### src/design/nvm_seq_pkg.sv
/*
 * Shared constants and types for the nonvolatile maintenance sequencer:
 * register offsets, field positions, command codes, timing and carriers.
 * Assumes a 40 MHz register clock and a 32-bit APB register bus.
 */
package nvm_seq_pkg;

	// ---------------------------------------------------------------
	// Geometry
	// ---------------------------------------------------------------
	localparam int DW        = 16;        // Stored word width
	localparam int AW        = 5;         // Nonvolatile address width
	localparam int CFG_WORDS = 16;        // Working RAM words
	localparam int QDEPTH    = 4;         // Controller command queue
	localparam int TW        = 28;        // Delay counter width

	localparam logic [AW-1:0] CRC_SLOT = 5'h10;  // Image check word
	localparam logic [AW-1:0] INV_STEP = 5'h1F;  // Invalidate phase
	localparam logic [DW-1:0] ERASED_WORD = 16'hFFFF;
	localparam logic [DW-1:0] CRC_SEED    = 16'hA5C3;
	localparam logic [6:0]    DEFAULT_BASE_ADDR = 7'h5C;

	// ---------------------------------------------------------------
	// Register map (byte addresses)
	// ---------------------------------------------------------------
	localparam logic [7:0] REG_CMD    = 8'h00;
	localparam logic [7:0] REG_ADDR   = 8'h04;
	localparam logic [7:0] REG_WDATA  = 8'h08;
	localparam logic [7:0] REG_RAM    = 8'h0C;
	localparam logic [7:0] REG_STATUS = 8'h10;
	localparam logic [7:0] REG_CFG    = 8'h14;

	// Status and configuration bit positions
	localparam int ST_BUSY     = 0;
	localparam int ST_CRC_FAIL = 1;
	localparam int ST_ACCEPT   = 2;
	localparam int ST_REFUSED  = 3;
	localparam int ST_QCOUNT   = 4;
	localparam int CFG_CTRL    = 0;
	localparam int CFG_RAIL_ON = 1;

	// Command codes written to the command register
	localparam logic [2:0] CMD_STORE  = 3'h1;
	localparam logic [2:0] CMD_RELOAD = 3'h2;
	localparam logic [2:0] CMD_WORD   = 3'h3;
	localparam logic [2:0] CMD_ERASE  = 3'h4;
	localparam logic [2:0] CMD_FLOG   = 3'h5;
	localparam logic [2:0] CMD_MATH   = 3'h6;

	// ---------------------------------------------------------------
	// Timing
	// ---------------------------------------------------------------
	localparam int CLK_HZ      = 40_000_000;
	localparam int STORE_MAX_S = 4;                         // Seconds
	localparam int STORE_MAX_CYCLES = STORE_MAX_S * CLK_HZ;
	// Whole store is invalidate + words + check word, rounded down
	localparam int WORD_PROG_CYCLES = STORE_MAX_CYCLES / (CFG_WORDS + 2);
	localparam int FLOG_CYCLES = 1000;
	localparam int MATH_CYCLES = 64;

	// ---------------------------------------------------------------
	// Types
	// ---------------------------------------------------------------
	typedef enum logic [2:0] {
		S_LOAD, S_CRC_FAIL, S_IDLE, S_STORE, S_ERASE, S_WORD, S_WORK
	} state_t;

	typedef struct packed {
		logic           pec_req;
		logic           wp;
		logic [6:0]     rsvd;
		logic [6:0]     base_addr;
	} cfg_word_t;

	typedef struct packed {
		logic           en;
		logic [AW-1:0]  addr;
		logic [DW-1:0]  data;
	} nvm_wr_t;

	// Running image check, used by both load and store
	function automatic logic [DW-1:0] crc_step(input logic [DW-1:0] c,
		input logic [DW-1:0] w);
		crc_step = {c[DW-2:0], c[DW-1]} ^ w;
	endfunction

endpackage

### src/design/nvm_cell_array.sv
/*
 * Nonvolatile word array: keeps its contents through reset, one write
 * port and an asynchronous read port.
 * Assumes the sequencer paces writes; starts erased in simulation.
 */
`timescale 1ns/1ps

module nvm_cell_array (
	input  wire logic                         pclk,
	input  wire logic                         ce,
	input  wire nvm_seq_pkg::nvm_wr_t         wr,
	input  wire logic [nvm_seq_pkg::AW-1:0]   rd_addr,
	output logic [nvm_seq_pkg::DW-1:0]        rd_data
);
	import nvm_seq_pkg::*;

	logic [DW-1:0] mem [0:(1<<AW)-1];

	// Factory state is fully erased
	initial begin
		for (int i = 0; i < (1<<AW); i++) begin
			mem[i] = ERASED_WORD;
		end
	end

	// Word programming, not touched by reset
	always_ff @(posedge pclk) begin
		if (ce && wr.en) begin
			mem[wr.addr] <= wr.data;
		end
	end

	assign rd_data = mem[rd_addr];

endmodule

### src/design/nvm_maintenance_sequencer.sv
/*
 * Device-side sequencer for nonvolatile settings: reload at reset,
 * store, direct word programming, erase, fault log and math work,
 * with manager or controller command acceptance, reached over APB.
 * Assumes APB signals synchronous to pclk and one clock domain.
 */
// How it works
// Reset copies stored image into working RAM
// Store writes all RAM words to storage
// Word transfer programs storage directly, bypassing RAM
// Host refreshes storage about every six months
// Host programs only below 85 degrees C
// Bad image check holds device, rails off
// Store completes within four seconds
// Host unlocks, erases, programs, verifies, locks
// Check failure forces default bus address
// Manager refuses commands during storage or log
// Controller queues commands; math work is slow
// Host turns rails off, forces log first
// Host spaces commands at least 1 ms
// Host waits 4.1 s after store
// Host waits 4.1 s after reload
// Host spaces word writes 4.1 s per byte count
// Host waits 4.1 s after erase
// Host flags done and unacknowledged errors
`timescale 1ns/1ps

module nvm_maintenance_sequencer #(
	parameter int word_prog_cycles = nvm_seq_pkg::WORD_PROG_CYCLES,
	parameter int flog_cycles      = nvm_seq_pkg::FLOG_CYCLES,
	parameter int math_cycles      = nvm_seq_pkg::MATH_CYCLES
) (
	input  wire logic        pclk,
	input  wire logic        presetn,
	input  wire logic        ce,
	input  wire logic        psel,
	input  wire logic        penable,
	input  wire logic        pwrite,
	input  wire logic [7:0]  paddr,
	input  wire logic [31:0] pwdata,
	output logic [31:0]      prdata,
	output logic             pready,
	output logic             pslverr,
	output logic             rails_en,
	output logic             busy,
	output logic [6:0]       bus_address,
	output logic             write_protect,
	output logic             pec_required
);
	import nvm_seq_pkg::*;

	state_t                 state;
	logic [AW-1:0]          idx;
	logic [TW-1:0]          timer;
	logic [DW-1:0]          crc_acc;
	logic                   crc_fail;
	logic [DW-1:0]          ram [0:CFG_WORDS-1];
	logic [AW-1:0]          waddr;
	logic [DW-1:0]          wdata;
	logic                   ctrl_type;
	logic                   rail_on;
	logic                   refused;
	logic [2:0]             q [0:QDEPTH-1];
	logic [1:0]             q_wr;
	logic [1:0]             q_rd;
	logic [2:0]             q_cnt;
	nvm_wr_t                nvm_wr;
	logic [AW-1:0]          nvm_rd_addr;
	logic [DW-1:0]          nvm_rd;
	cfg_word_t              cfg0;
	logic                   wr_go;
	logic                   accept;
	logic                   push;
	logic                   pop;
	logic                   idle_like;
	logic                   bad_addr;
	logic [31:0]            next_prdata;

	// ---------------------------------------------------------------
	// Storage array
	// ---------------------------------------------------------------
	nvm_cell_array u_cells (
		.pclk    (pclk),
		.ce      (ce),
		.wr      (nvm_wr),
		.rd_addr (nvm_rd_addr),
		.rd_data (nvm_rd)
	);

	// ---------------------------------------------------------------
	// Bus decode and command acceptance
	// ---------------------------------------------------------------
	assign wr_go     = psel & penable & pready & pwrite;
	assign idle_like = (state == S_IDLE) || (state == S_CRC_FAIL);
	assign cfg0      = cfg_word_t'(ram[0]);
	assign pop       = idle_like && (timer == '0) && (q_cnt != 3'h0);

	// Manager takes a command only when fully idle; controller queues
	always_comb begin
		if (ctrl_type) begin
			accept = (q_cnt != 3'(QDEPTH));
		end else begin
			accept = idle_like && (q_cnt == 3'h0);
		end
	end

	assign push = wr_go && (paddr == REG_CMD) && accept &&
		(pwdata[2:0] != 3'h0);

	always_comb begin
		bad_addr = 1'b0;
		if (paddr == REG_CMD) begin
			next_prdata = 32'h0000_0000;
		end else if (paddr == REG_ADDR) begin
			next_prdata = {27'h0, waddr};
		end else if (paddr == REG_WDATA) begin
			next_prdata = {16'h0, wdata};
		end else if (paddr == REG_RAM) begin
			next_prdata = {16'h0, ram[waddr[3:0]]};
		end else if (paddr == REG_STATUS) begin
			next_prdata = 32'h0000_0000;
			next_prdata[ST_BUSY]     = busy;
			next_prdata[ST_CRC_FAIL] = crc_fail;
			next_prdata[ST_ACCEPT]   = accept;
			next_prdata[ST_REFUSED]  = refused;
			next_prdata[ST_QCOUNT+:3] = q_cnt;
		end else if (paddr == REG_CFG) begin
			next_prdata = 32'h0000_0000;
			next_prdata[CFG_CTRL]    = ctrl_type;
			next_prdata[CFG_RAIL_ON] = rail_on;
		end else begin
			next_prdata = 32'h0000_0000;
			bad_addr    = 1'b1;
		end
	end

	// APB answer: one wait state, then ready with registered data
	always_ff @(posedge pclk or negedge presetn) begin
		if (!presetn) begin
			pready  <= 1'b0;
			pslverr <= 1'b0;
			prdata  <= 32'h0000_0000;
		end else if (ce) begin
			pready  <= psel & penable & ~pready;
			pslverr <= psel & penable & ~pready & bad_addr;
			if (psel && penable && !pready && !pwrite) begin
				prdata <= next_prdata;
			end
		end
	end

	// Software registers; refused flag set wins over its clear
	always_ff @(posedge pclk or negedge presetn) begin
		if (!presetn) begin
			waddr     <= '0;
			wdata     <= '0;
			ctrl_type <= 1'b0;
			rail_on   <= 1'b0;
			refused   <= 1'b0;
		end else if (ce) begin
			if (wr_go && paddr == REG_ADDR) begin
				waddr <= pwdata[AW-1:0];
			end
			if (wr_go && paddr == REG_WDATA) begin
				wdata <= pwdata[DW-1:0];
			end
			if (wr_go && paddr == REG_CFG) begin
				ctrl_type <= pwdata[CFG_CTRL];
				rail_on   <= pwdata[CFG_RAIL_ON];
			end
			if (wr_go && (paddr == REG_CMD) && !accept) begin
				refused <= 1'b1;
			end else if (wr_go && (paddr == REG_RAM) && !idle_like) begin
				refused <= 1'b1;
			end else if (wr_go && paddr == REG_STATUS &&
				pwdata[ST_REFUSED]) begin
				refused <= 1'b0;
			end
		end
	end

	// ---------------------------------------------------------------
	// Command queue
	// ---------------------------------------------------------------
	always_ff @(posedge pclk or negedge presetn) begin
		if (!presetn) begin
			q_wr  <= 2'h0;
			q_rd  <= 2'h0;
			q_cnt <= 3'h0;
		end else if (ce) begin
			if (push) begin
				q_wr <= q_wr + 2'h1;
			end
			if (pop) begin
				q_rd <= q_rd + 2'h1;
			end
			q_cnt <= q_cnt + 3'(push) - 3'(pop);
		end
	end

	// Queue slots hold no control meaning until counted
	always_ff @(posedge pclk) begin
		if (ce && push) begin
			q[q_wr] <= pwdata[2:0];
		end
	end

	// ---------------------------------------------------------------
	// Working RAM: reload from storage or software writes
	// ---------------------------------------------------------------
	always_ff @(posedge pclk) begin
		if (ce) begin
			if (state == S_LOAD && timer == '0 && idx < CRC_SLOT) begin
				ram[idx[3:0]] <= nvm_rd;
			end else if (wr_go && paddr == REG_RAM && idle_like) begin
				ram[waddr[3:0]] <= pwdata[DW-1:0];
			end
		end
	end

	// ---------------------------------------------------------------
	// Storage write port
	// ---------------------------------------------------------------
	assign nvm_rd_addr = (state == S_STORE && idx == INV_STEP) ?
		CRC_SLOT : idx;

	always_comb begin
		nvm_wr = '0;
		if (timer == '0) begin
			case (state)
				S_STORE: begin
					nvm_wr.en = 1'b1;
					if (idx == INV_STEP) begin
						nvm_wr.addr = CRC_SLOT;        // Spoil old image first
						nvm_wr.data = ~nvm_rd;
					end else if (idx < CRC_SLOT) begin
						nvm_wr.addr = idx;
						nvm_wr.data = ram[idx[3:0]];
					end else begin
						nvm_wr.addr = CRC_SLOT;
						nvm_wr.data = crc_acc;
					end
				end
				S_ERASE: begin
					nvm_wr.en   = 1'b1;
					nvm_wr.addr = idx;
					nvm_wr.data = ERASED_WORD;
				end
				S_WORD: begin
					nvm_wr.en   = 1'b1;
					nvm_wr.addr = waddr;
					nvm_wr.data = wdata;
				end
				default: begin
					nvm_wr = '0;
				end
			endcase
		end
	end

	// ---------------------------------------------------------------
	// Sequencer
	// ---------------------------------------------------------------
	always_ff @(posedge pclk or negedge presetn) begin
		if (!presetn) begin
			state    <= S_LOAD;
			idx      <= '0;
			timer    <= '0;
			crc_acc  <= CRC_SEED;
			crc_fail <= 1'b0;
		end else if (ce) begin
			if (timer != '0) begin
				timer <= timer - 1'b1;
			end else begin
				case (state)
					S_LOAD: begin
						if (idx == CRC_SLOT) begin
							idx      <= '0;
							crc_fail <= (crc_acc != nvm_rd);
							state    <= (crc_acc != nvm_rd) ?
								S_CRC_FAIL : S_IDLE;
						end else begin
							crc_acc <= crc_step(crc_acc, nvm_rd);
							idx     <= idx + 1'b1;
						end
					end
					S_IDLE, S_CRC_FAIL: begin
						if (pop) begin
							crc_acc <= CRC_SEED;
							case (q[q_rd])
								CMD_STORE: begin
									idx   <= INV_STEP;
									state <= S_STORE;
								end
								CMD_RELOAD: begin
									idx   <= '0;
									state <= S_LOAD;
								end
								CMD_WORD: state <= S_WORD;
								CMD_ERASE: begin
									idx   <= '0;
									state <= S_ERASE;
								end
								CMD_FLOG: begin
									if (!crc_fail) begin
										timer <= TW'(flog_cycles);
										state <= S_WORK;
									end
								end
								CMD_MATH: begin
									if (ctrl_type && !crc_fail) begin
										timer <= TW'(math_cycles);
										state <= S_WORK;
									end
								end
								default: state <= state;
							endcase
						end
					end
					S_STORE: begin
						timer <= TW'(word_prog_cycles);
						if (idx == INV_STEP) begin
							idx <= '0;
						end else if (idx < CRC_SLOT) begin
							crc_acc <= crc_step(crc_acc, ram[idx[3:0]]);
							idx     <= idx + 1'b1;
						end else begin
							state <= S_WORK;
						end
					end
					S_ERASE: begin
						timer <= TW'(word_prog_cycles);
						if (idx == CRC_SLOT) begin
							state <= S_WORK;
						end else begin
							idx <= idx + 1'b1;
						end
					end
					S_WORD: begin
						timer <= TW'(word_prog_cycles);
						state <= S_WORK;
					end
					default: begin
						state <= crc_fail ? S_CRC_FAIL : S_IDLE;
					end
				endcase
			end
		end
	end

	// ---------------------------------------------------------------
	// Registered device outputs
	// ---------------------------------------------------------------
	always_ff @(posedge pclk or negedge presetn) begin
		if (!presetn) begin
			rails_en      <= 1'b0;
			busy          <= 1'b1;
			bus_address   <= DEFAULT_BASE_ADDR;
			write_protect <= 1'b0;
			pec_required  <= 1'b0;
		end else if (ce) begin
			rails_en <= (state == S_IDLE) && rail_on && !crc_fail;
			busy     <= !idle_like || (q_cnt != 3'h0);
			if (crc_fail || state == S_LOAD) begin
				bus_address <= DEFAULT_BASE_ADDR;
			end else begin
				bus_address <= cfg0.base_addr;
			end
			write_protect <= cfg0.wp;             // Unvalidated after failure
			pec_required  <= cfg0.pec_req;        // Unvalidated after failure; forces only the bus address
		end
	end

endmodule

### config.mk
export PLATFORM = sky130hd
export DESIGN_NAME = nvm_maintenance_sequencer
export DESIGN_NICKNAME = d
export VERILOG_FILES = /design/src/design/nvm_seq_pkg.sv /design/src/design/nvm_cell_array.sv /design/src/design/nvm_maintenance_sequencer.sv
export SDC_FILE = /design/constraint.sdc
export NUM_CORES = 1
export LEC_CHECK = 0
export BUFFER_PORTS_ARGS = -buffer_cell sky130_fd_sc_hd__clkbuf_2
export CAP_MARGIN = 10
export CORE_ASPECT_RATIO = 1.75
export CORE_UTILIZATION = 50
export CTS_BUF_LIST = sky130_fd_sc_hd__clkbuf_16
export DETAILED_ROUTE_END_ITERATION = 16
export HOLD_SLACK_MARGIN = 0.06
export PLACE_DENSITY_LB_ADDON = 0.25
export SETUP_SLACK_MARGIN = 0.1
export SYNTH_ARGS = -nofsm -noshare
export SYNTH_HDL_FRONTEND = slang
export SYNTH_SLANG_ARGS = --single-unit
### constraint.sdc
create_clock -name pclk -period 6.5 [get_ports pclk]
set_clock_uncertainty 0.1 [all_clocks]
set_input_delay 0 -clock pclk [delete_from_list [all_inputs] [get_ports pclk]]
set_output_delay 0 -clock pclk [all_outputs]
set_load 0.02 [all_outputs]
==> metrics.md <==
| Metric | Value |
|---|---|
| Placer congestion estimate | `0.975` |
| Count of final setup violators | `0` |
| Sequential fraction of the synthesis area | `65.4%` |
| CTS H-tree depth | `3` |
| Seq cells post-synth | `893` |
| CTS Buffer Depth | `3` |
| Global route overflow | `0` |
| Final Critical Period | `5.54 ns` |
| 1st-iter DRT viols | `3021` |
| CTS tree | `done` |
| Final Worst Setup Slack | `0.962 ns` |
| Total Power | `11.3 mW` |
| Placed Cells incl. Taps | `3766` |
| Max-cap violations | `0` |
| Final slew viol count | `0` |
| Crit path DAT | `5.95 ns` |
| Cell count after synthesis | `2715` |
| TNS Setup | `0 ns` |
| Flop pwr share | `56.3%` |
| Vias/cell | `6.60` |
| TritonCTS Buffers | `79` |
| Leakage power | `15.9 nW` |
| Final wirelength | `124000 um` |
| Area post-placement | `42100 um^2` |
| Critical path required time | `6.92 ns` |
| Peak VDD IR | `0.205 mV` |
| Die Height | `377 um` |
| Dominant synthesized flop cell | `edfxtp_1` |
| Relative slew slack | `18.7%` |
| # IOs | `91` |
| Via Count | `26081` |
| YS warnings | `0` |
| Area grow syn2layout | `11.9%` |
| Worst-skew pair later-pin latency | `0.69 ns` |
| # fillers | `6190` |
| Die area | `81600 um^2` |
| Core area | `79700 um^2` |
| Inserted Diodes | `0` |
| First-pass GRT wire length | `180000 um` |
| Post-synth EDFFs | `780` |
| Max Clock Freq | `0.181 GHz` |
| Synthesized area | `40200 um^2` |
| Initial antenna violation count | `1` |
| Unique masters post-synth | `93` |
| Layout cell share with drive strength beyond 1 | `20.9%` |
| Clock-pin slew on the worst setup and hold paths | `0.06 ns` |
| P per Cell Area | `250 nW/um^2` |
| Sink Count | `893` |
| Hold slack | `0.0936 ns` |
| Largest net degree at the start of global routing | `125` |
| NetSw | `2.47 mW` |
| Site row count | `137` |
| CP Capture Type | `flop` |
| Min-Delay Path Class | `primary input to flop` |
| Critical path fanouts, max | `26` |
| Syn Area/Cell | `14.8 um^2` |
| Layout Nets | `2907` |
| Initial Util | `50.4%` |
| # port buffers | `58` |
| Width of the die | `216 um` |
| Overall Global Routing Usage | `30.7%` |
| Setup Crit Path Kind | `flop to flop` |
| Startpoint types | `flop` |
| Tightest Pin Transition | `1.21 ns` |
| HPWL after DPL | `80900 um` |
| WL/cell | `31.4 um` |
| RSZ-0062 raised after global routing | `no` |
| Post-route cell area | `45000 um^2` |
| Vias in the first global route | `26429` |
| Async S/R FF share, synth | `12.7%` |
| Net Sw Frac | `22.0%` |
| Power share of the clock group | `39.9%` |
| Status | `complete, no violations` |
| Combinational Power Share | `3.9%` |
| Clock Tree Root | `clkbuf_16` |
| Routed Antenna Nets | `0` |
| Post-route insts no fill | `3952` |
| Place WS | `1.13 ns` |
| Power Internal | `8.78 mW` |
| Final hold violation count | `0` |
| 1st-pass router iterations | `8` |
| DRC | `0` |
| Final core utilization | `56.4%` |
| Fin crit share | `85.2%` |
-- power by group through the flow --
stage	Sequential [mW]	Combinational, mW	Clock (mW)
global route	6.34	0.480	4.72
floorplan	6.43	0.284	0
detailed placement	6.45	0.410	0
finish	6.33	0.438	4.48
CTS	6.32	0.434	4.52
global placement	6.44	0.397	0
-- cells in the final DEF, fill, tap and decap left out, types with 48 or more instances in the layout --
| cell type | instances |
|---|---|
| nor2_1 | 188 |
| nand2_1 | 181 |
| edfxtp_1 | 780 |
| o21ai_0 | 139 |
| mux4_2 | 168 |
| nor3_1 | 48 |
| a21oi_1 | 78 |
| clkbuf_16 | 82 |
| buf_4 | 131 |
| mux2_2 | 64 |
| clkbuf_2 | 57 |
| mux2i_1 | 111 |
| inv_1 | 64 |
| dfrtp_1 | 95 |
-- worst max-delay path, cell delays in order, from the launching register on --
cell and delay (ns):
dfrtp_4 0.49, ha_1 0.22, inv_1 0.08, nor2_1 0.05
ha_1 0.21, and4b_2 0.48, nor2_2 0.98, buf_4 0.41
a21oi_1 0.07, a22oi_1 0.53, a221oi_1 0.23, o31ai_1 0.25
buf_4 0.20, xnor2_1 0.12, nand4_1 0.16, nor4_2 0.61
o21ai_1 0.16
-- cell usage after synthesis (6+ instances only) --
library cell	n	share of area, %
mux4_2	168	9.4
xnor2_1	24	0.52
nor3_1	49	0.61
ha_1	10	0.31
and2_1	15	0.23
or3_1	16	0.25
a22oi_1	10	0.19
nand2_1	181	1.7
a221o_1	8	0.20
nand2b_1	13	0.20
a31oi_1	44	0.68
a2bb2oi_1	7	0.15
o32ai_1	7	0.15
xor2_1	27	0.59
a221oi_1	15	0.33
nand4_1	7	0.11
nor2b_1	17	0.26
clkbuf_1	83	0.78
dfrtp_1	100	6.2
mux2i_1	111	2.8
a21o_1	12	0.22
o211ai_1	28	0.52
a22o_1	7	0.15
dfstp_2	13	0.85
and3_1	17	0.26
inv_1	47	0.44
buf_1	21	0.20
buf_4	31	0.58
a32oi_1	8	0.17
nand3_1	47	0.59
edfxtp_1	780	58
a21oi_1	93	1.2
mux2_2	64	1.8
o22ai_1	29	0.45
a211oi_1	43	0.80
nor2_1	207	1.9
o21ai_0	139	1.7
o2111ai_1	8	0.17
or4_1	6	0.11
nor4_1	7	0.11
buf_2	60	0.75
o221ai_1	22	0.48
-- routing by layer --
| layer | vias to the layer above | share of wire, % | track usage (%) |
|---|---|---|---|
| li1 | 10935 | - | - |
| met1 | 13219 | 33 | 34.2 |
| met2 | 1515 | 50 | 52.6 |
| met3 | 410 | 7.6 | 5.12 |
| met4 | 2 | 8.5 | 23.2 |
| met5 | - | 0.0089 | 0.0606 |
-- layout make-up --
class | instances | area, um^2 | area share (%)
Sequential cell | 893 | 26300 | 58.4
Inverter | 51 | 191 | 0.426
Multi-Input combinational cell | 1588 | 13000 | 28.9
Timing Repair Buffer | 237 | 1820 | 4.04
Tap cell | 1042 | 1300 | 2.90
Clock inverter | 59 | 342 | 0.759
Clock buffer | 82 | 2050 | 4.56
-- logic make-up after synthesis --
logic type,synth area share [%]
adder cells (fa/ha/maj),0.411
other,0.00933
AND/OR/NAND/NOR,6.98
multiplexers,14.0
flip-flops,65.4
XOR/XNOR,1.11
AO/OA/AOI/OAI,9.31
buffers and inverters,2.86
-- sequential cells by signal (all words and copies together) (netlist names), 2 cells and up --
name and count:
bus_address 7, crc_acc 16, idx 5, prdata 16, q 12, q_cnt 3
q_rd 2, q_wr 2, ram 256, state 3, timer 28, u_cells.mem 512
waddr 5, wdata 16
-- repair_timing --
action / CTS / global route
hold buffers: 45 / 0
buffers inserted: 0 / 0
gates resized for setup: 0 / 0
endpoints found under the setup margin: 0 / 0
hold endpoints to repair: 376 / 0
-- path summary, 6_finish.rpt --
check                                  startpoint                         end  slack, ns  cells after the start
max in group asynchronous                 presetn       timer[27]$_DFFE_PN0P_       5.03                      4
setup / recovery               idx[0]$_DFFE_PN0P_        state[0]$_DFFE_PN0P_       0.96                     16
min in group asynchronous                 presetn  bus_address[6]$_DFFE_PN1P_       0.39                      3
setup reg to reg               idx[0]$_DFFE_PN0P_        state[0]$_DFFE_PN0P_       0.96                     16
hold / removal                           paddr[7]       prdata[2]$_DFFE_PN0P_       0.09                      6
hold reg to reg            prdata[12]$_DFFE_PN0P_      prdata[12]$_DFFE_PN0P_       0.38                      2
Note: power is estimated with default switching activity, not from simulation.
